### src/common/asr_regs.svh
`ifndef ASR_REGS_SVH
`define ASR_REGS_SVH

// Register offsets
`define ASR_OFS_PRIMARY    8'h01
`define ASR_OFS_SECONDARY  8'h02
`define ASR_OFS_STATUS     8'h03
`define ASR_OFS_EVENT      8'h06
`define ASR_OFS_EVMASK     8'h07

// Reset values
`define ASR_RST_PRIMARY    8'h74
`define ASR_RST_SECONDARY  8'h60
`define ASR_RST_STATUS     8'h00
`define ASR_RST_EVMASK     8'h00

// Writable bits; reserved bits stay zero
`define ASR_WMASK_PRIMARY   8'h7f
`define ASR_WMASK_SECONDARY 8'h7e
`define ASR_WMASK_EVENT     8'h7f

// Primary control fields
`define ASR_P_AUX_EN   6
`define ASR_P_SEC_EN   5
`define ASR_P_CLK_EN   4
`define ASR_P_TRIG_EN  3
`define ASR_P_TRIM_HI  2
`define ASR_P_TRIM_LO  0

// Secondary control fields
`define ASR_S_MASK_AUX  6
`define ASR_S_MASK_SEC  5
`define ASR_S_MASK_FILT 4
`define ASR_S_SEL_HI    3
`define ASR_S_SEL_LO    1

// Status fields
`define ASR_T_AUX   6
`define ASR_T_SEC   5
`define ASR_T_BUS   4
`define ASR_T_FILT  3
`define ASR_T_XTAL  2
`define ASR_T_WARN  1
`define ASR_T_SHUT  0

`endif

### src/common/asr_pkg.sv
package asr_pkg;

  typedef logic [7:0] asr_byte_t;

  // Analog output routing
  typedef enum logic [2:0] {
    ASR_AOUT_OFF,
    ASR_AOUT_BUS_V,
    ASR_AOUT_FILT,
    ASR_AOUT_AUX,
    ASR_AOUT_SEC,
    ASR_AOUT_CORE,
    ASR_AOUT_BUS_I,
    ASR_AOUT_TEMP
  } asr_aout_e;

  // Register port request from the host side
  typedef struct packed {
    asr_byte_t addr;
    asr_byte_t wdata;
    logic      wr;
    logic      rd;
  } asr_bus_req_s;

  // Raw monitor and pin levels from the analog core
  typedef struct packed {
    logic aux_regulator_ok;
    logic secondary_supply_ok;
    logic bus_voltage_ok;
    logic filter_supply_ok;
    logic xtal_ok;
    logic thermal_warning;
    logic thermal_shutdown;
    logic tx_activity;
  } asr_mon_s;

  // Control outputs toward the analog core and pins
  typedef struct packed {
    logic      aux_regulator_enable;
    logic      secondary_converter_enable;
    logic      clock_output_enable;
    logic      external_clock_pin_oe;
    logic      activity_trigger_pin_o;
    logic      activity_trigger_pin_oe;
    logic [2:0] aux_regulator_current_trim;
    asr_aout_e analog_output_select;
    logic      analog_output_enable;
    logic      save_warning_n;
  } asr_ctrl_s;

endpackage

### src/rtl/asr_sync.sv
`timescale 1ns/100ps
module asr_sync
  import asr_pkg::*;
(
  input  wire logic     sys_clk,
  input  wire logic     sys_rst,
  input  wire asr_mon_s raw,
  output asr_mon_s      synced
);

  typedef struct packed {
    asr_mon_s stage1;
    asr_mon_s stage2;
  } asr_sync_s;

  asr_sync_s st_q;
  asr_sync_s st_d;

  // Stage one feeds only stage two
  always_comb begin
    st_d        = st_q;
    st_d.stage1 = raw;
    st_d.stage2 = st_q.stage1;
  end

  always_ff @(posedge sys_clk) begin
    if (sys_rst) begin
      st_q <= '0;
    end else begin
      st_q <= st_d;
    end
  end

  assign synced = st_q.stage2;

endmodule

### src/rtl/asr_irq.sv
`timescale 1ns/100ps
`include "asr_regs.svh"
module asr_irq
  import asr_pkg::*;
(
  input  wire logic      sys_clk,
  input  wire logic      sys_rst,
  input  wire asr_byte_t events,
  input  wire asr_byte_t addr,
  input  wire asr_byte_t wdata,
  input  wire logic      wr,
  output asr_byte_t      event_q,
  output asr_byte_t      evmask_q,
  output logic           irq
);

  typedef struct packed {
    asr_byte_t evt;
    asr_byte_t mask;
    logic      irq;
  } asr_irq_s;

  asr_irq_s st_q;
  asr_irq_s st_d;

  // Write one clears; a new event in the same cycle wins
  always_comb begin
    asr_byte_t clr;
    clr = '0;
    st_d = st_q;
    if (wr && addr == `ASR_OFS_EVENT) begin
      clr = wdata;
    end
    if (wr && addr == `ASR_OFS_EVMASK) begin
      st_d.mask = wdata & `ASR_WMASK_EVENT;
    end
    st_d.evt = ((st_q.evt & ~clr) | events) & `ASR_WMASK_EVENT;
    st_d.irq = |(st_d.evt & st_d.mask);
  end

  always_ff @(posedge sys_clk) begin
    if (sys_rst) begin
      st_q <= '{evt: '0, mask: `ASR_RST_EVMASK, irq: 1'b0};
    end else begin
      st_q <= st_d;
    end
  end

  assign event_q  = st_q.evt;
  assign evmask_q = st_q.mask;
  assign irq      = st_q.irq;

endmodule

### src/rtl/asr_top.sv
`timescale 1ns/100ps
`include "asr_regs.svh"
// How it works
// Regulator enable bit switches auxiliary regulator
// Converter enable bit runs secondary converter
// Clock pin driven only when enabled
// Trigger pin shows activity, else floats
// Three-bit trim steps regulator current limit
// Primary control bit 7 is reserved
// Secondary control sits at address 0x02
// Mask bits 6..4, selector 3..1, reset 0x60
// Mask zero includes monitor in save warning
// Selector picks one of seven analog sources, or off
// Secondary control bits 0, 7 reserved
// Status at 0x03, read-only, resets zero
// Status bits six down to zero layout
// Supply bits high while above threshold
// Shutdown bit remembers a past shutdown
// Writes to status, reserved bits ignored
// Host writes reserved zero, read-modify-write
module asr_top
  import asr_pkg::*;
(
  input  wire logic         sys_clk,
  input  wire logic         sys_rst,
  input  wire asr_bus_req_s bus_req,
  output asr_byte_t         bus_rdata,
  input  wire asr_mon_s     mon_pins,
  output asr_ctrl_s         ctrl,
  output logic              irq
);

  // Block state, except the sync stages and the event flags and mask held in u_irq
  typedef struct packed {
    asr_byte_t primary;
    asr_byte_t secondary;
    asr_byte_t status;
    logic      shut_seen;
    logic      shut_prev;
    asr_byte_t rdata;
    asr_ctrl_s ctrl;
  } asr_state_s;

  asr_state_s st_q;
  asr_state_s st_d;

  asr_mon_s   mon;
  asr_byte_t  events;
  asr_byte_t  event_q;
  asr_byte_t  evmask_q;
  asr_byte_t  status_now;
  logic       wr_primary;
  logic       wr_secondary;

  // Selector code to routing enum
  function automatic asr_aout_e asr_decode_sel(input logic [2:0] sel);
    asr_aout_e r;
    r = ASR_AOUT_OFF;
    unique case (sel)
      3'h0: r = ASR_AOUT_OFF;
      3'h1: r = ASR_AOUT_BUS_V;
      3'h2: r = ASR_AOUT_FILT;
      3'h3: r = ASR_AOUT_AUX;
      3'h4: r = ASR_AOUT_SEC;
      3'h5: r = ASR_AOUT_CORE;
      3'h6: r = ASR_AOUT_BUS_I;
      3'h7: r = ASR_AOUT_TEMP;
    endcase
    return r;
  endfunction

  // Pulls the trim field out of a primary value
  function automatic logic [2:0] asr_trim(input asr_byte_t v);
    return v[`ASR_P_TRIM_HI:`ASR_P_TRIM_LO];
  endfunction

  // Pulls the selector field out of a secondary value
  function automatic logic [2:0] asr_sel(input asr_byte_t v);
    return v[`ASR_S_SEL_HI:`ASR_S_SEL_LO];
  endfunction

  // Monitor pins come from the analog domain
  asr_sync u_sync (
    .sys_clk (sys_clk),
    .sys_rst (sys_rst),
    .raw     (mon_pins),
    .synced  (mon)
  );

  // Write decode for the control registers
  assign wr_primary   = bus_req.wr && (bus_req.addr == `ASR_OFS_PRIMARY);
  assign wr_secondary = bus_req.wr && (bus_req.addr == `ASR_OFS_SECONDARY);

  // Live status value before it is registered
  always_comb begin
    status_now = '0;
    status_now[`ASR_T_AUX]  = mon.aux_regulator_ok;
    status_now[`ASR_T_SEC]  = mon.secondary_supply_ok;
    status_now[`ASR_T_BUS]  = mon.bus_voltage_ok;
    status_now[`ASR_T_FILT] = mon.filter_supply_ok;
    status_now[`ASR_T_XTAL] = mon.xtal_ok;
    status_now[`ASR_T_WARN] = mon.thermal_warning;
    status_now[`ASR_T_SHUT] = st_q.shut_seen;
  end

  // Events: any change of a live bit, or a new shutdown
  always_comb begin
    events = (status_now ^ st_q.status);
    events[`ASR_T_SHUT] = mon.thermal_shutdown & ~st_q.shut_prev;
  end

  // Event flags, mask and interrupt line
  asr_irq u_irq (
    .sys_clk  (sys_clk),
    .sys_rst  (sys_rst),
    .events   (events),
    .addr     (bus_req.addr),
    .wdata    (bus_req.wdata),
    .wr       (bus_req.wr),
    .event_q  (event_q),
    .evmask_q (evmask_q),
    .irq      (irq)
  );

  // Next state of the register bank and its outputs
  always_comb begin
    st_d = st_q;

    // Control writes; reserved bits forced to zero
    if (wr_primary) begin
      st_d.primary = bus_req.wdata & `ASR_WMASK_PRIMARY;
    end
    if (wr_secondary) begin
      st_d.secondary = bus_req.wdata & `ASR_WMASK_SECONDARY;
    end
    // No write path to status at all
    st_d.status = status_now;

    // Shutdown memory holds until reset
    st_d.shut_prev = mon.thermal_shutdown;
    if (mon.thermal_shutdown) begin
      st_d.shut_seen = 1'b1;
    end

    // Read data only in the cycle after a read
    st_d.rdata = '0;
    if (bus_req.rd) begin
      unique case (bus_req.addr)
        `ASR_OFS_PRIMARY:   st_d.rdata = st_q.primary;
        `ASR_OFS_SECONDARY: st_d.rdata = st_q.secondary;
        `ASR_OFS_STATUS:    st_d.rdata = st_q.status;
        `ASR_OFS_EVENT:     st_d.rdata = event_q;
        `ASR_OFS_EVMASK:    st_d.rdata = evmask_q;
        default:            st_d.rdata = '0;
      endcase
    end

    // Regulator and converter switches
    st_d.ctrl.aux_regulator_enable =
      st_d.primary[`ASR_P_AUX_EN];
    st_d.ctrl.secondary_converter_enable =
      st_d.primary[`ASR_P_SEC_EN];

    // Clock pin drive follows its enable
    st_d.ctrl.clock_output_enable =
      st_d.primary[`ASR_P_CLK_EN];
    st_d.ctrl.external_clock_pin_oe =
      st_d.primary[`ASR_P_CLK_EN];

    // Trigger pin floats while disabled
    st_d.ctrl.activity_trigger_pin_oe =
      st_d.primary[`ASR_P_TRIG_EN];
    st_d.ctrl.activity_trigger_pin_o =
      st_d.primary[`ASR_P_TRIG_EN] & mon.tx_activity;

    // Trim code passes to the current-limit DAC
    st_d.ctrl.aux_regulator_current_trim =
      asr_trim(st_d.primary);

    // Analog output routing
    st_d.ctrl.analog_output_select =
      asr_decode_sel(asr_sel(st_d.secondary));
    st_d.ctrl.analog_output_enable =
      (asr_sel(st_d.secondary) != 3'h0);

    // Save warning low when any included supply fails
    // Bus voltage has no mask, so it always counts
    st_d.ctrl.save_warning_n = ~(
        ~mon.bus_voltage_ok
      | (~st_d.secondary[`ASR_S_MASK_AUX]  & ~mon.aux_regulator_ok)
      | (~st_d.secondary[`ASR_S_MASK_SEC]  & ~mon.secondary_supply_ok)
      | (~st_d.secondary[`ASR_S_MASK_FILT] & ~mon.filter_supply_ok));
  end

  // Reset to the power-on defaults
  always_ff @(posedge sys_clk) begin
    if (sys_rst) begin
      st_q.primary   <= `ASR_RST_PRIMARY;
      st_q.secondary <= `ASR_RST_SECONDARY;
      st_q.status    <= `ASR_RST_STATUS;
      st_q.shut_seen <= 1'b0;
      st_q.shut_prev <= 1'b0;
      st_q.rdata     <= '0;
      st_q.ctrl      <= '0;
    end else begin
      st_q <= st_d;
    end
  end

  assign bus_rdata = st_q.rdata;
  assign ctrl      = st_q.ctrl;

endmodule

### config.mk
export PLATFORM = sky130hd
export DESIGN_NAME = asr_top
export DESIGN_NICKNAME = d
export VERILOG_FILES = /design/src/common/asr_pkg.sv /design/src/rtl/asr_sync.sv /design/src/rtl/asr_irq.sv /design/src/rtl/asr_top.sv
export VERILOG_INCLUDE_DIRS = /design/src /design/src/common
export SDC_FILE = /design/constraint.sdc
export NUM_CORES = 1
export LEC_CHECK = 0
export BUFFER_PORTS_ARGS = -buffer_cell sky130_fd_sc_hd__buf_4
export CAP_MARGIN = 40
export CELL_PAD_IN_SITES_DETAIL_PLACEMENT = 1
export CELL_PAD_IN_SITES_GLOBAL_PLACEMENT = 2
export CORE_MARGIN = 4
export CORE_UTILIZATION = 34
export CTS_CLUSTER_SIZE = 30
export DETAILED_ROUTE_END_ITERATION = 8
export GPL_TIMING_DRIVEN = 0
export HOLD_SLACK_MARGIN = 0.02
export PLACE_DENSITY_LB_ADDON = 0.15
export SLEW_MARGIN = 20
export SYNTH_ARGS = -nofsm -noshare
export SYNTH_HDL_FRONTEND = slang
export SYNTH_SLANG_ARGS = --single-unit
### constraint.sdc
create_clock -name sys_clk -period 2.7 [get_ports sys_clk]
set_clock_uncertainty 0.05 [all_clocks]
set_input_delay 0.135 -clock sys_clk [delete_from_list [all_inputs] [get_ports sys_clk]]
set_output_delay 0.135 -clock sys_clk [all_outputs]
set_load 0.005 [all_outputs]
### After elaboration in Yosys (flattened, before gate mapping)

Memory sizes are Yosys's and may differ from the RTL's. A register that Yosys moved wholly into a read port is not among the register bits.
Index checks and enable logic that the tools add are counted.

| word-level totals | value |
|---|---|
| flip-flop bits (word level) | 72 |
| RAM bits | 0 |
| bits in latches | 0 |
| ROM bits | 24 |
| output and inout port bits | 23 |
| word-level logic and storage cells | 74 |
| memories | 1 |

| cells by class | value |
|---|---|
| shift operators | 0 |
| div/mod/pow operators | 0 |
| multipliers | 0 |
| $lt $le $gt $ge | 0 |
| reductions and logical operators | 7 |
| bitwise logic cells | 23 |
| mux-type cells | 5 |
| add/subtract/negate cells | 0 |
| eq/ne operators | 5 |

Memory list:

| memory | depth | width | rd ports | clocked after Yosys merged registers in | write ports | RTL line | source |
|---|---|---|---|---|---|---|---|
| (no name shown) | 8 | 3 | 1 | 1 | 0 | asr_top.sv:59 | `unique case (sel)` |

Operators with widths:

| operator | number |
|---|---|
| one-hot mux 8 bit (5 select lines) | 1 |
| 2-to-1 mux 7 bit | 3 |
| == test 8 x 2 -> 1 bit (second input constant) | 2 |
| == test 8 x 3 -> 1 bit (second input constant) | 2 |
| NOT 1 bit | 10 |
| AND 7 x 8 -> 8 bit | 1 |
| == test 8 x 1 -> 1 bit (second input constant) | 1 |
| 2-to-1 mux 8 bit | 1 |
| OR reduction 8 bit | 1 |
| AND 7 bit | 1 |
| NOT 7 bit | 1 |
| OR 7 bit | 1 |
| XOR 7 bit | 1 |
| AND 1 bit | 5 |
| logical AND 1 bit | 4 |
| OR 1 bit | 3 |
| nonzero test 3 bit | 1 |
| OR reduction 2 bit | 1 |

### Depth between registers and ports, before layout

| depth | value |
|---|---|
| depth after elaboration | 9 |
| mapped depth | 7 |
| mapped depth without buffers | 5 |

### Hierarchy

A second synthesis with hierarchy kept.

| second synthesis, totals | value |
|---|---|
| cell total of the unflattened synthesis | 272 |
| area, all modules | 2891.5 um^2 |

By module, submodules not included:

| module | cells each | times used | area an instance (um^2) | sequential area each (um^2) |
|---|---|---|---|---|
| asr_top | 173 | 1 | 1779.2 | 740.7 |
| asr_irq | 66 | 1 | 648.1 | 300.3 |
| asr_sync | 33 | 1 | 464.2 | 320.3 |

### Worst setup path before layout

OpenSTA, ideal clock, no wires.

| timing path | value |
|---|---|
| path type | input to register |
| start | input bus_req[15] (netlist name) |
| end | register u_irq.st_q, in the netlist u_irq.irq |
| arrival time | 1.961 ns |
| library setup time | 0.137 ns |
| data required time | 2.513 ns |
| slack | 0.551 ns |
| stages on the path | 6 |
| cells stage by stage | or4_4 > buf_6 > nor3_4 > mux2_1 > a222oi_1 > a41oi_2 |

| between the ends | value |
|---|---|
| word-level cells in the longest chain between the ends | 8 |

Ends and longest elaborated chain:

| element | RTL line | source |
|---|---|---|
| start: declaration | asr_top.sv:26 | `input wire asr_bus_req_s bus_req,` |
| == test 8 x 3 -> 1 bit | - |  |
| logical AND 1 bit (no line) | - |  |
| 2-to-1 mux 7 bit | asr_irq.sv:31 | `` if (wr && addr == `ASR_OFS_EVENT) begin `` |
| NOT 7 bit | asr_irq.sv:37 | `` st_d.evt = ((st_q.evt & ~clr) \| events) & `ASR_WMASK_EVENT; `` |
| AND 7 bit | asr_irq.sv:37 |  |
| OR 7 bit | asr_irq.sv:37 |  |
| AND 7 x 8 -> 8 bit * | asr_irq.sv:38 | `st_d.irq = \|(st_d.evt & st_d.mask);` |
| OR reduction 8 bit * | asr_irq.sv:38 |  |
| end signal: assignment | asr_irq.sv:43 | `` st_q <= '{evt: '0, mask: `ASR_RST_EVMASK, irq: 1'b0}; `` |
| end signal: assignment | asr_irq.sv:45 | `st_q <= st_d;` |
| end: declaration | asr_irq.sv:23 | `asr_irq_s st_q;` |

Mark *: on every way between the ends. The rest lies on a longest branch, timed or not.
A chain may end at the register's enable or synchronous reset.

### Final worst setup path

Same ends and word-level chain as after synthesis.

==> flow_metrics.tcl <==
set metrics [dict create \
    fill_cells 860 \
    dieArea_um2 9190 \
    cp-startpoint "bus_req[15]" \
    portBuffers 46 \
    peakVddDrop_mv 0.259 \
    crit_chain "buf_4 -> or4_4 -> buf_6 -> nor3_4 -> mux2_1 -> a222oi_1 -> a41oi_2" \
    hold_path_class "input pin to flop" \
    synth_cells 260 \
    worstSetupPathDepth 7 \
    drt_iter0_drc 85 \
    groute.usage.overall_pct 16.1 \
    synth.distinct_cells 44 \
    rows 31 \
    drive_above_1_share_pct 29.8 \
    drt-vias-per-instance 4.74 \
    wl_mm 6.71 \
    total_power_uw 1890 \
    syn_nets 288 \
    grt_pass1_wl_mm 11.0 \
    maxClockFrequency_mhz 459 \
    period_minus_slack_ns 2.18 \
    clockBufferDepth 2 \
    die_x_um 95.9 \
    overflow 0 \
    final-seq-area_um2 1340 \
    dr.pass1.iters 4 \
    r2r-end "u_irq.irq$_SDFF_PP0_" \
    multi_input_area_um2 1040 \
    cts_root_buf "clkbuf_8" \
    final_nets 359 \
    area_delta_synth_final_pct 29.2 \
    grt_pass1_vias 2166 \
    path_clk_slew_ns 0.07 \
    slew_headroom_pct 56.9 \
    final_antenna_net_count 0 \
    worst_ep_arrival_time_ns 2.33 \
    p_per_area_nw_per_um2 557 \
    pin_count 51 \
    max_cap_viol_count 0 \
    required_ns 2.85 \
    worst_pin_slew_ns 0.645 \
    place_congestion 0.763 \
    setup_viol 0 \
    antenna_cells 0 \
    rsz0062_at_grt "no" \
    cts_tree "built" \
    antenna_found_initial 0 \
    hold_violations 0 \
    hpwlAfterDp_mm 4.77 \
    yosys_warnings 0 \
    cts.sinks 67 \
    critical_path.max_fanout 8 \
    status "finished, final reports clean" \
    startpoint_type "input pin" \
    grt_max_degree 13 \
    path_buf_inv 2 \
    clk_latency_ns 0.34 \
    crit_path_end "u_irq.irq$_SDFF_PP0_" \
    syn_avg_cell_area_um2 10.1 \
    placed_area_um2 3100 \
    htree_levels 3 \
    cts_buffers 9 \
    finalSetupTns_ns 0 \
    slowest_delay_ns 0.52 \
    syn_area_um2 2630 \
    crit_slowest_cell "or4_4" \
    initial_core_util_pct 35.6 \
    synth.top_cell.area_share_pct 51.1 \
    finalMaxSlewViolations 0 \
    stdcell_area_um2 3390 \
    yosysTopAreaCell "dfxtp_1" \
    avgRoutedWirePerCell_um 15.4 \
    reg2reg_slack_ns 1.24 \
    vias 2062 \
    core_area_um2 7370 \
    drc 0 \
    period_share_pct 80.8 \
    p_leak_uw 0.00148 \
    worstSetupPathType "input pin to flop" \
    synth_area_leaders "dfxtp_1 (51%), buf_4 (6.3%), nor2b_1 (5.5%)" \
    r2r_start "u_sync.synced[4]$_SDFF_PP0_" \
    yosysSeqAreaShare_pct 51.1 \
    crit_family "simple AND/OR/NAND/NOR gates" \
    worst_setup_path_end_kind "flop" \
    die_h_um 95.9 \
    ys_ff_latch 67 \
    r2r_cells 5 \
]
-- stage by stage --
| step | hold WS, ns | instances | utilization, % | worst slack, ns |
|---|---|---|---|---|
| final | 0.0287 | 435 | 46.0 | 0.519 |
| after global routing | 0.0398 | 435 | 46.0 | 0.478 |
| after CTS | 0.0232 | 434 | 46.0 | 0.524 |
| after detailed placement | 0.303 | 406 | 42.1 | 0.167 |
| after global placement | 0.296 | 405 | 42.0 | 0.145 |
| after floorplan | 0.162 | 260 | - | 0.551 |
-- cell usage in the layout (no fill, tap or decap), drive strengths merged, types with 3 or more instances in the layout --
master,count
inv,7
dfxtp,67
and3,3
clkinv,4
and2,8
clkbuf,18
nor2,20
a22oi,6
a21oi,13
or4,3
nor2b,23
a222oi,8
buf,73
dlygate4sd3,12
nand2,13
a31oi,3
mux2,5
nor3,3
mux2i,12
xor2,5
nand3,3
nand4,3
-- state kept, by name, indices dropped and copies added, names as in the netlist --
signal          cells
ctrl                9
bus_rdata           7
u_irq.event_q       7
st_d                1
u_irq.irq           1
st_q               19
u_sync.st_d         8
u_sync.synced       8
u_irq.evmask_q      7
-- report_power, final --
group          total [uW]  switching (uW)  internal (uW)
sequential           1030            11.4           1010
clock                 725             396            329
combinational         140            66.0           74.3
total                1890             473           1420
-- cell families (layout without fill, tap and decap cells) --
| family | count (synthesis) | in the layout | synth area share (%) |
|---|---|---|---|
| muxes | 17 | 17 | 6.72 |
| DFF | 67 | 67 | 51.1 |
| AOI/OAI and AO/OA | 42 | 42 | 12.2 |
| buffers and inverters | 40 | 116 | 9.43 |
| other | 1 | 1 | 0.143 |
| xor gates and xnor gates | 6 | 6 | 2.00 |
| and+or+nand+nor | 87 | 87 | 18.4 |
-- layout make-up --
type	count	share of cell area, %
Sequential cell	67	39.5
Buffer	34	6.64
Timing Repair Buffer	60	14.0
Clock buffer	9	3.65
Inverter	6	0.664
Multi-Input combinational cell	153	30.6
Tap cell	99	3.65
Clock inverter	7	1.29
-- worst min path at each step --
stage,slack (ns),start,cells after the start,endpoint
3_5_place_dp,0.30,mon_pins[4],2,u_sync.st_d[4]$_SDFF_PP0_
3_3_place_gp,0.30,mon_pins[4],2,u_sync.st_d[4]$_SDFF_PP0_
2_1_floorplan,0.16,sys_rst,1,st_q[43]$_SDFF_PP0_
6_report,0.03,bus_req[3],3,st_q[41]$_SDFFE_PP0P_
5_1_grt,0.04,bus_req[3],3,st_q[41]$_SDFFE_PP0P_
4_1_cts,0.02,bus_req[2],3,st_q[40]$_SDFFE_PP0P_
-- Yosys cell counts, drive strengths merged --
| cell | n |
|---|---|
| conb | 1 |
| and4 | 1 |
| mux2i | 12 |
| a22oi | 6 |
| nand2 | 13 |
| or2 | 1 |
| nor3b | 2 |
| nand4 | 3 |
| nand4b | 1 |
| o2111ai | 1 |
| xor2 | 5 |
| buf | 26 |
| o22a | 1 |
| o41ai | 1 |
| a21bo | 1 |
| nor4 | 2 |
| inv | 6 |
| o21a | 2 |
| nor3 | 3 |
| a221oi | 1 |
| nand3b | 1 |
| mux2 | 5 |
| clkbuf | 8 |
| nand3 | 3 |
| xnor2 | 1 |
| a21oi | 13 |
| and2 | 8 |
| nor2b | 23 |
| nor2 | 20 |
| o21ai | 2 |
| a41oi | 1 |
| dfxtp | 67 |
| or4 | 3 |
| a222oi | 8 |
| and3 | 3 |
| a21boi | 2 |
| a31oi | 3 |
-- routing by layer --
metal  vias to the layer above  share of wire (%)  GRT usage, %
li1                       1029                  -             -
met3                        12                5.1          3.13
met4                         0                2.1          7.70
met2                        52                 47          26.5
met1                       969                 46          20.2
met5                         -                  0             0
-- what timing repair did --
| action | 4_1_cts | 5_1_grt |
|---|---|---|
| hold buffers | 12 | 0 |
| resized for setup | 0 | 0 |
| endpoints found under the hold margin | 15 | 0 |
| setup buffers | 0 | 0 |
-- worst reg2reg max path: cells and delay by family (launching register included) --
| kind | cells | cell delay [ns] |
|---|---|---|
| AOI/OAI and AO/OA | 3 | 0.69 |
| xor gates and xnor gates | 1 | 0.17 |
| DFF | 1 | 0.32 |
| and+or+nand+nor | 1 | 0.09 |
Note: power is estimated with default switching activity, not from simulation.
